==> config.mk <==
export PLATFORM = sky130hd
export DESIGN_NAME = pmic_gpio_function_mux
export DESIGN_NICKNAME = d
export VERILOG_FILES = /design/src/pin_mux_pkg.sv /design/src/pmic_gpio_function_mux.sv
export SDC_FILE = /design/constraint.sdc
export NUM_CORES = 1
export LEC_CHECK = 0
export ABC_AREA = 1
export BUFFER_PORTS_ARGS = -buffer_cell sky130_fd_sc_hd__buf_2
export CAP_MARGIN = 20
export CORE_UTILIZATION = 58
export DETAILED_ROUTE_END_ITERATION = 16
export PLACE_DENSITY_LB_ADDON = 0.1
export SYNTH_ARGS = -nofsm -noshare
export SYNTH_HDL_FRONTEND = slang
export SYNTH_SLANG_ARGS = --single-unit
==> constraint.sdc <==
create_clock -name mclk -period 2.35 [get_ports mclk]
set_clock_uncertainty 0.15 [all_clocks]
set_input_delay 0.1175 -clock mclk [delete_from_list [all_inputs] [get_ports mclk]]
set_output_delay 0.1175 -clock mclk [all_outputs]
set_load 0.05 [all_outputs]
==> src/pin_mux_pkg.sv <==
package pin_mux_pkg;

  // Function codes
  localparam logic [3:0] FN_EXT_OUT_1 = 4'h0;
  localparam logic [3:0] FN_EXT_OUT_2 = 4'h1;
  localparam logic [3:0] FN_IRQ = 4'h2;
  localparam logic [3:0] FN_SLEEP_1 = 4'h3;
  localparam logic [3:0] FN_SLEEP_2 = 4'h4;
  localparam logic [3:0] FN_BUCK_EN = 4'h5;
  localparam logic [3:0] FN_PWR_DIS = 4'h6;
  localparam logic [3:0] FN_EXT_TRIG_1 = 4'h7;
  localparam logic [3:0] FN_EXT_TRIG_2 = 4'h8;
  localparam logic [3:0] FN_SUPPLY_MON = 4'h9;

  // Built-in defaults
  localparam logic [3:0] DEF_GPIO_2346 = 4'h0;
  localparam logic [3:0] DEF_GPIO7 = 4'h6;
  localparam logic [3:0] DEF_GPIO8 = 4'h4;

  // Register offsets
  localparam logic [7:0] REG_FUNC_2 = 8'h00;
  localparam logic [7:0] REG_FUNC_3 = 8'h04;
  localparam logic [7:0] REG_FUNC_4 = 8'h08;
  localparam logic [7:0] REG_FUNC_5 = 8'h0c;
  localparam logic [7:0] REG_FUNC_6 = 8'h10;
  localparam logic [7:0] REG_FUNC_7 = 8'h14;
  localparam logic [7:0] REG_FUNC_8 = 8'h18;
  localparam logic [7:0] REG_STATUS = 8'h1c;
  localparam logic [7:0] REG_IRQ_STAT = 8'h20;
  localparam logic [7:0] REG_IRQ_MASK = 8'h24;
  localparam logic [7:0] REG_EXT_DELAY = 8'h28;

  // Function register fields
  localparam int FLD_CODE_LSB = 0;
  localparam int FLD_EN_BIT = 4;

  // Interrupt status bits
  localparam int IRQ_IN_ERR = 0;
  localparam int IRQ_OUT_ERR = 1;
  localparam int IRQ_BAD_CODE = 2;
  localparam int IRQ_W = 3;

  // Reset values
  localparam logic [15:0] RST_EXT_DELAY = 16'h0010;
  localparam logic [IRQ_W-1:0] RST_IRQ_MASK = 3'h0;

  typedef struct packed {
    logic [7:0] addr;
    logic [31:0] wdata;
    logic wr;
    logic rd;
  } reg_req_s;

  // Seven muxed pins: index 0..6 = gpio2,3,4,5,6,7,8
  typedef struct packed {
    logic [6:0] in;
    logic [6:0] out;
    logic [6:0] oe;
  } pin_grp_s;

endpackage : pin_mux_pkg

==> src/pmic_gpio_function_mux.sv <==
// Decided for this implementation: the register offsets and the address-and-strobe port.
`timescale 1ns/1ps
module pmic_gpio_function_mux (
  // Clock and reset
  input wire logic mclk,
  input wire logic rst_n,
  // Register port
  input wire pin_mux_pkg::reg_req_s req,
  output logic [31:0] rdata,
  // Muxed pins gpio2..gpio8
  input wire logic [6:0] pin_in,
  output logic [6:0] pin_out,
  output logic [6:0] pin_oe,
  // Strap and sequencer inputs
  input wire logic gpio3_strap_high,
  input wire logic lockout_release,
  input wire logic reg_two_ramp_start,
  input wire logic rails_power_good,
  input wire logic power_bad_unmasked,
  input wire logic in_err_flag,
  input wire logic out_err_flag,
  input wire logic supply_above_mon,
  // Controls to power logic
  output logic power_good_reset_out,
  output logic linear_reg_two_ldo_mode,
  output logic sleep_state_first,
  output logic sleep_state_second,
  output logic buck_rails_one_two_en,
  output logic power_disable_in,
  output logic ext_enable_out_1,
  output logic ext_enable_out_2,
  output logic irq
);

  localparam int NP = 7;

  // Synchronised pins
  logic [NP-1:0] s1_q, s2_q, s3_q, pin_q;
  logic [NP-1:0][3:0] code_q;
  logic [NP-1:0] ovr_q;
  logic [NP-1:0][3:0] code_eff;
  localparam int IRQ_W_L = pin_mux_pkg::IRQ_W;
  logic [IRQ_W_L-1:0] stat_q, mask_q;
  logic [15:0] delay_q;
  logic [15:0] cnt1_q, cnt2_q;
  logic trig1, trig2;
  logic strap_done_q, ldo_mode_q, gpio5_def_q, lockout_seen_q;
  logic pg_q;
  logic bad_code;
  logic [31:0] rdata_d;

  function automatic logic trig_ok(input int idx);
    // GPIO2/3/4 cannot hold trigger codes
    return idx > 2;
  endfunction : trig_ok

  function automatic logic code_legal(input int idx, input logic [3:0] c);
    if (c > pin_mux_pkg::FN_SUPPLY_MON) begin
      return 1'b0;
    end
    if ((c == pin_mux_pkg::FN_EXT_TRIG_1 || c == pin_mux_pkg::FN_EXT_TRIG_2) && !trig_ok(idx)) begin
      return 1'b0;
    end
    if (c == pin_mux_pkg::FN_SUPPLY_MON && idx != 3) begin
      return 1'b0;
    end
    return 1'b1;
  endfunction : code_legal

  function automatic logic is_input(input logic [3:0] c);
    return c inside {pin_mux_pkg::FN_SLEEP_1, pin_mux_pkg::FN_SLEEP_2,
      pin_mux_pkg::FN_BUCK_EN, pin_mux_pkg::FN_PWR_DIS,
      pin_mux_pkg::FN_EXT_TRIG_1, pin_mux_pkg::FN_EXT_TRIG_2};
  endfunction : is_input

  // Three-stage pin synchronisers
  always_ff @(posedge mclk or negedge rst_n) begin
    if (!rst_n) begin
      s1_q <= '0;
      s2_q <= '0;
      s3_q <= '0;
      pin_q <= '0;
    end else begin
      s1_q <= pin_in;
      s2_q <= s1_q;
      s3_q <= s2_q;
      for (int i = 0; i < NP; i++) begin
        if (s2_q[i] == s3_q[i]) begin
          pin_q[i] <= s3_q[i];
        end
      end
    end
  end

  // Power-good reset output
  always_ff @(posedge mclk or negedge rst_n) begin
    if (!rst_n) begin
      pg_q <= 1'b0;
    end else begin
      pg_q <= rails_power_good && !power_bad_unmasked;
    end
  end
  assign power_good_reset_out = pg_q;

  // Straps: GPIO3 at lockout release, GPIO6 at ramp start
  always_ff @(posedge mclk or negedge rst_n) begin
    if (!rst_n) begin
      lockout_seen_q <= 1'b0;
      gpio5_def_q <= 1'b0;
      strap_done_q <= 1'b0;
      ldo_mode_q <= 1'b1;
    end else begin
      if (lockout_release && !lockout_seen_q) begin
        lockout_seen_q <= 1'b1;
        gpio5_def_q <= gpio3_strap_high;
      end
      if (reg_two_ramp_start && !strap_done_q && !pg_q) begin
        strap_done_q <= 1'b1;
        ldo_mode_q <= pin_q[4];
      end
    end
  end
  assign linear_reg_two_ldo_mode = ldo_mode_q;

  // Function registers, writes refused when code is illegal for the pin
  always_ff @(posedge mclk or negedge rst_n) begin
    if (!rst_n) begin
      code_q <= '0;
      ovr_q <= '0;
    end else if (req.wr && req.addr <= pin_mux_pkg::REG_FUNC_8 && req.addr[1:0] == 2'b00) begin
      for (int i = 0; i < NP; i++) begin
        if (req.addr[7:2] == 6'(i)
            && code_legal(i, req.wdata[pin_mux_pkg::FLD_CODE_LSB +: 4])) begin
          code_q[i] <= req.wdata[pin_mux_pkg::FLD_CODE_LSB +: 4];
          ovr_q[i] <= req.wdata[pin_mux_pkg::FLD_EN_BIT];
        end
      end
    end
  end

  always_comb begin
    bad_code = 1'b0;
    if (req.wr && req.addr <= pin_mux_pkg::REG_FUNC_8 && req.addr[1:0] == 2'b00) begin
      bad_code = !code_legal(int'(req.addr[7:2]), req.wdata[pin_mux_pkg::FLD_CODE_LSB +: 4]);
    end
  end

  // Effective function code of each pin
  always_comb begin
    for (int i = 0; i < NP; i++) begin
      if (i == 3) begin
        code_eff[i] = (pg_q && ovr_q[i]) ? code_q[i]
                    : (gpio5_def_q ? pin_mux_pkg::FN_SLEEP_1 : pin_mux_pkg::FN_IRQ);
      end else if (i == 5) begin
        code_eff[i] = (pg_q && ovr_q[i]) ? code_q[i] : pin_mux_pkg::DEF_GPIO7;
      end else if (i == 6) begin
        code_eff[i] = (pg_q && ovr_q[i]) ? code_q[i] : pin_mux_pkg::DEF_GPIO8;
      end else begin
        // Override only after power-good and while enabled
        code_eff[i] = (pg_q && ovr_q[i]) ? code_q[i] : pin_mux_pkg::DEF_GPIO_2346;
      end
    end
  end

  // Gather input functions; last matching pin wins
  always_comb begin
    sleep_state_first = 1'b0;
    sleep_state_second = 1'b0;
    buck_rails_one_two_en = 1'b1;
    power_disable_in = 1'b0;
    trig1 = 1'b0;
    trig2 = 1'b0;
    for (int i = 0; i < NP; i++) begin
      unique case (code_eff[i])
        pin_mux_pkg::FN_SLEEP_1: sleep_state_first = !pin_q[i];
        pin_mux_pkg::FN_SLEEP_2: sleep_state_second = !pin_q[i];
        pin_mux_pkg::FN_BUCK_EN: buck_rails_one_two_en = pin_q[i];
        pin_mux_pkg::FN_PWR_DIS: power_disable_in = pin_q[i];
        pin_mux_pkg::FN_EXT_TRIG_1: trig1 = pin_q[i];
        pin_mux_pkg::FN_EXT_TRIG_2: trig2 = pin_q[i];
        default: ;
      endcase
    end
    if (sleep_state_first || sleep_state_second) begin
      buck_rails_one_two_en = 1'b0;
    end
  end

  // External enable delay counters
  always_ff @(posedge mclk or negedge rst_n) begin
    if (!rst_n) begin
      cnt1_q <= '0;
      cnt2_q <= '0;
      ext_enable_out_1 <= 1'b0;
      ext_enable_out_2 <= 1'b0;
    end else begin
      if (trig1 && !ext_enable_out_1) begin
        cnt1_q <= cnt1_q + 16'h0001;
        if (cnt1_q >= delay_q) begin
          ext_enable_out_1 <= 1'b1;
        end
      end
      if (trig2 && !ext_enable_out_2) begin
        cnt2_q <= cnt2_q + 16'h0001;
        if (cnt2_q >= delay_q) begin
          ext_enable_out_2 <= 1'b1;
        end
      end
    end
  end

  // Interrupt status, mask and delay
  always_ff @(posedge mclk or negedge rst_n) begin
    if (!rst_n) begin
      stat_q <= '0;
      mask_q <= pin_mux_pkg::RST_IRQ_MASK;
      delay_q <= pin_mux_pkg::RST_EXT_DELAY;
    end else begin
      if (req.wr && req.addr == pin_mux_pkg::REG_IRQ_MASK) begin
        mask_q <= req.wdata[IRQ_W_L-1:0];
      end
      if (req.wr && req.addr == pin_mux_pkg::REG_EXT_DELAY) begin
        delay_q <= req.wdata[15:0];
      end
      // Set wins over write-one-to-clear
      stat_q <= (stat_q & ~((req.wr && req.addr == pin_mux_pkg::REG_IRQ_STAT)
                 ? req.wdata[IRQ_W_L-1:0] : '0))
                | {bad_code, out_err_flag, in_err_flag};
    end
  end
  assign irq = |(stat_q & ~mask_q);

  // Pin drivers
  always_comb begin
    for (int i = 0; i < NP; i++) begin
      pin_oe[i] = !is_input(code_eff[i]);
      if (i == 4 && !pg_q) begin
        // GPIO6 is a strap input until power-good
        pin_oe[i] = 1'b0;
      end
      unique case (code_eff[i])
        pin_mux_pkg::FN_EXT_OUT_1: pin_out[i] = ext_enable_out_1;
        pin_mux_pkg::FN_EXT_OUT_2: pin_out[i] = ext_enable_out_2;
        pin_mux_pkg::FN_IRQ: pin_out[i] = !(|(stat_q[1:0] & ~mask_q[1:0]));
        pin_mux_pkg::FN_SUPPLY_MON: pin_out[i] = supply_above_mon;
        default: pin_out[i] = 1'b0;
      endcase
    end
  end

  // Register read
  always_comb begin
    rdata_d = '0;
    if (req.rd) begin
      if (req.addr <= pin_mux_pkg::REG_FUNC_8 && req.addr[1:0] == 2'b00) begin
        rdata_d[3:0] = code_eff[req.addr[4:2]];
        rdata_d[pin_mux_pkg::FLD_EN_BIT] = ovr_q[req.addr[4:2]];
      end else if (req.addr == pin_mux_pkg::REG_STATUS) begin
        rdata_d[6:0] = pin_q;
        rdata_d[7] = pg_q;
        rdata_d[8] = ldo_mode_q;
        rdata_d[9] = ext_enable_out_1;
        rdata_d[10] = ext_enable_out_2;
      end else if (req.addr == pin_mux_pkg::REG_IRQ_STAT) begin
        rdata_d[IRQ_W_L-1:0] = stat_q;
      end else if (req.addr == pin_mux_pkg::REG_IRQ_MASK) begin
        rdata_d[IRQ_W_L-1:0] = mask_q;
      end else if (req.addr == pin_mux_pkg::REG_EXT_DELAY) begin
        rdata_d[15:0] = delay_q;
      end
    end
  end

  always_ff @(posedge mclk or negedge rst_n) begin
    if (!rst_n) begin
      rdata <= '0;
    end else begin
      rdata <= rdata_d;
    end
  end

endmodule : pmic_gpio_function_mux

==> metrics <==
run status complete, but fails checks; failing checks negative setup slack; routability cong. between 0.9 and 1; mapped cell area a little over 8000 um2; DRT Wirelength between 20000 and 30000 um; n_diodes 0; register area between 3000 and 4000 um2; Power Density about 520 nW/um2; HP Class in -> reg; Slew Limit Fails 0; Initial Util 0.596; Yosys reg bits 140; DP HPWL roughly 17000 um; synth top area cells dfrtp_1 42%, nand2_1 12%, inv_1 5.8%; PnR worst setup slack -0.288 ns; Worst EP arrival around 2.4 ns; Clk pin slew, worst setup/hold paths approximately 0.06 ns; final hold viol count 0; Slew @ Worst Pin around 0.58 ns; Synth cell types 51; min Tclk post-route between 2 and 3 ns; CTS tree built; Die Area about 15000 um2; top-area cell type share of the netlist area 0.416; layout cells sized above 1 0.245; # fillers roughly 990; pin count of the biggest net entering global routing 57; Post-synth ARST share 1.00; critical path endpoint category output pin; I/O Pins 114; Worst slew margin 0.612; Die Wd 122 um; core footprint roughly 14000 um2; # port buffers just over 80; Power Total about 5800 uW; Total Routing Usage GR 0.358; initial antenna violation count 0; Max VDD drop ~0.86 mV; Multi-input gate area between 4000 and 5000 um2; WL per Instance 17.8 um; Clock Sinks between 100 and 150; # setup viols final 6; row count 43; fmax 0.379 GHz; first-pass GRT wire length 39800 um; final period utilization 1.12; clock root buffer master clkbuf_16; Clk Latency, worst-skew pair approximately 0.43 ns; max cap viols 0; drt drc 0; Seq/Total Area, Yosys 0.422; WS Path Type reg -> out; DR pass1 iterations 5; RSZ-0062 raised after global routing yes; number of global-route vias before repair just under 8000; layout net count roughly 1400; via count roughly 8500; DP Worst Slack -0.0327 ns; gr ovfl total 0; total CTS buffers 17; Post-synth top flop dfrtp_1; Cells after Synth between 1000 and 1500; startpoint types register; ANT nets after route 0; synthesis warning total 0; Worst EP required approximately 2.1 ns; H-tree depth 4; leak pwr 0.00544 uW; synthesized area per cell 7.66 um2; area grow syn2layout 32.3%; most common cell after layout, fill and taps aside nand2_1; Via density approximately 5.7; most area-hungry cell type in the Yosys netlist dfrtp_1; Initial DRC Count 981; Max FO, Critical Path 6; Post-synth EDFFs 0; most frequent cells in the layout 254 x nand2_1, 136 x dfrtp_1, 120 x inv_1, 77 x nand3_1, 67 x buf_2; die height between 100 and 150 um; clock tree buffer depth 2
## cells in the mapped netlist (all sizes together) (2+ instances only)
master and number:
a211oi 9, a21oi 46, a221oi 3, buf 24
clkbuf 6, dfrtp 138, dfstp 2, ha 34
inv 136, maj3 7, nand2 283, nand3 94
nand4 10, nor2 101, nor3 31, nor4 5
o2111ai 4, o211ai 7, o21ai 89, o21bai 2
o221ai 3, o22ai 6, o31ai 2, or2 4
xnor2 8, xor2 20
## path summary, 6_finish.rpt
kind	from	end	slack, ns	cells past startpoint
worst max-delay path	power_good_reset_out	buck_rails_one_two_en	-0.29	12
worst min-delay path	req[2]	code_q[0]	0.02	4
worst max register to register	power_good_reset_out	cnt1_q[1]	0.04	13
worst min register to register	s1_q[0]	s2_q[0]	0.20	0
max in group asynchronous	rst_n	ext_enable_out_1	1.22	3
min in group asynchronous	rst_n	s1_q[2]	0.05	2
## flip-flops by register name (all words and copies together), names as in the netlist, 16 cells and up
register	count
cnt1_q	16
rdata	16
cnt2_q	16
delay_q	16
code_q	28
## logic make-up (layout without fill, tap and decap cells)
logic type | Yosys count | count (layout) | share of synthesized area
buffers and inverters | 167 | 360 | 0.0866
DFF | 140 | 140 | 0.422
adders and majority gates | 41 | 41 | 0.0596
xor gates and xnor gates | 28 | 28 | 0.0295
other | 1 | 16 | 0.000451
AOI/OAI and AO/OA | 179 | 179 | 0.123
and+or+nand+nor | 529 | 530 | 0.279
## critical path, stage by stage (launching register included)
cell      delay [ns]
dfrtp_2         0.43
buf_12          0.15
nand2_4         0.09
inv_2           0.07
nand2_1         0.09
nand3_2         0.11
buf_4           0.18
nor2_1          0.18
nand3b_1        0.14
nand3_1         0.09
a21oi_2         0.21
nor2_4          0.06
buf_8           0.15
## area by class of cell
type                       instances  area share
multi-input combinational        794       0.424
sequential                       140       0.319
timing repair buffer             191       0.137
inverter                         137      0.0475
clock buffer                      17      0.0387
tap                              180      0.0205
clock inverter                    15      0.0133
## per-layer routing
layer,vias to the layer above,GRT usage,wire length [um]
li1,3964,-,-
met1,3970,0.501,11000
met2,442,0.540,12100
met3,75,0.0880,2360
met4,0,0.123,786
met5,-,0,0
## report_power, final
part | internal (uW) | switching (uW)
Clock | 1410 | 1220
Sequential | 2470 | 52.4
Combinational | 208 | 395
Total | 4080 | 1670
## repair_timing
| item | in CTS | in global routing |
|---|---|---|
| endpoints found under the hold margin | 139 | 0 |
| setup buffers | 18 | 9 |
| gates resized for setup | 85 | 90 |
| gates cloned | 0 | 1 |
| hold buffers | 36 | 0 |
| endpoints found under the setup margin | 9 | 47 |
| pin swaps | 26 | 20 |
## stage by stage
stage / utilization / hold slack [ns] / TNS (ns) / area, um2 / cells
final: 0.789 / 0.0248 / -0.780 / 11000 / 1474
after global routing: 0.789 / 0.0259 / -1.56 / 11000 / 1474
after CTS: 0.759 / 0.0107 / -0.837 / 10600 / 1468
after detailed placement: 0.664 / -0.0208 / -0.0327 / 9250 / 1382
after global placement: 0.664 / -0.0232 / 0 / 9250 / 1382
after floorplan: - / -0.328 / -0.144 / 8420 / 1100
No activity file was read; power rests on OpenSTA's default activity.
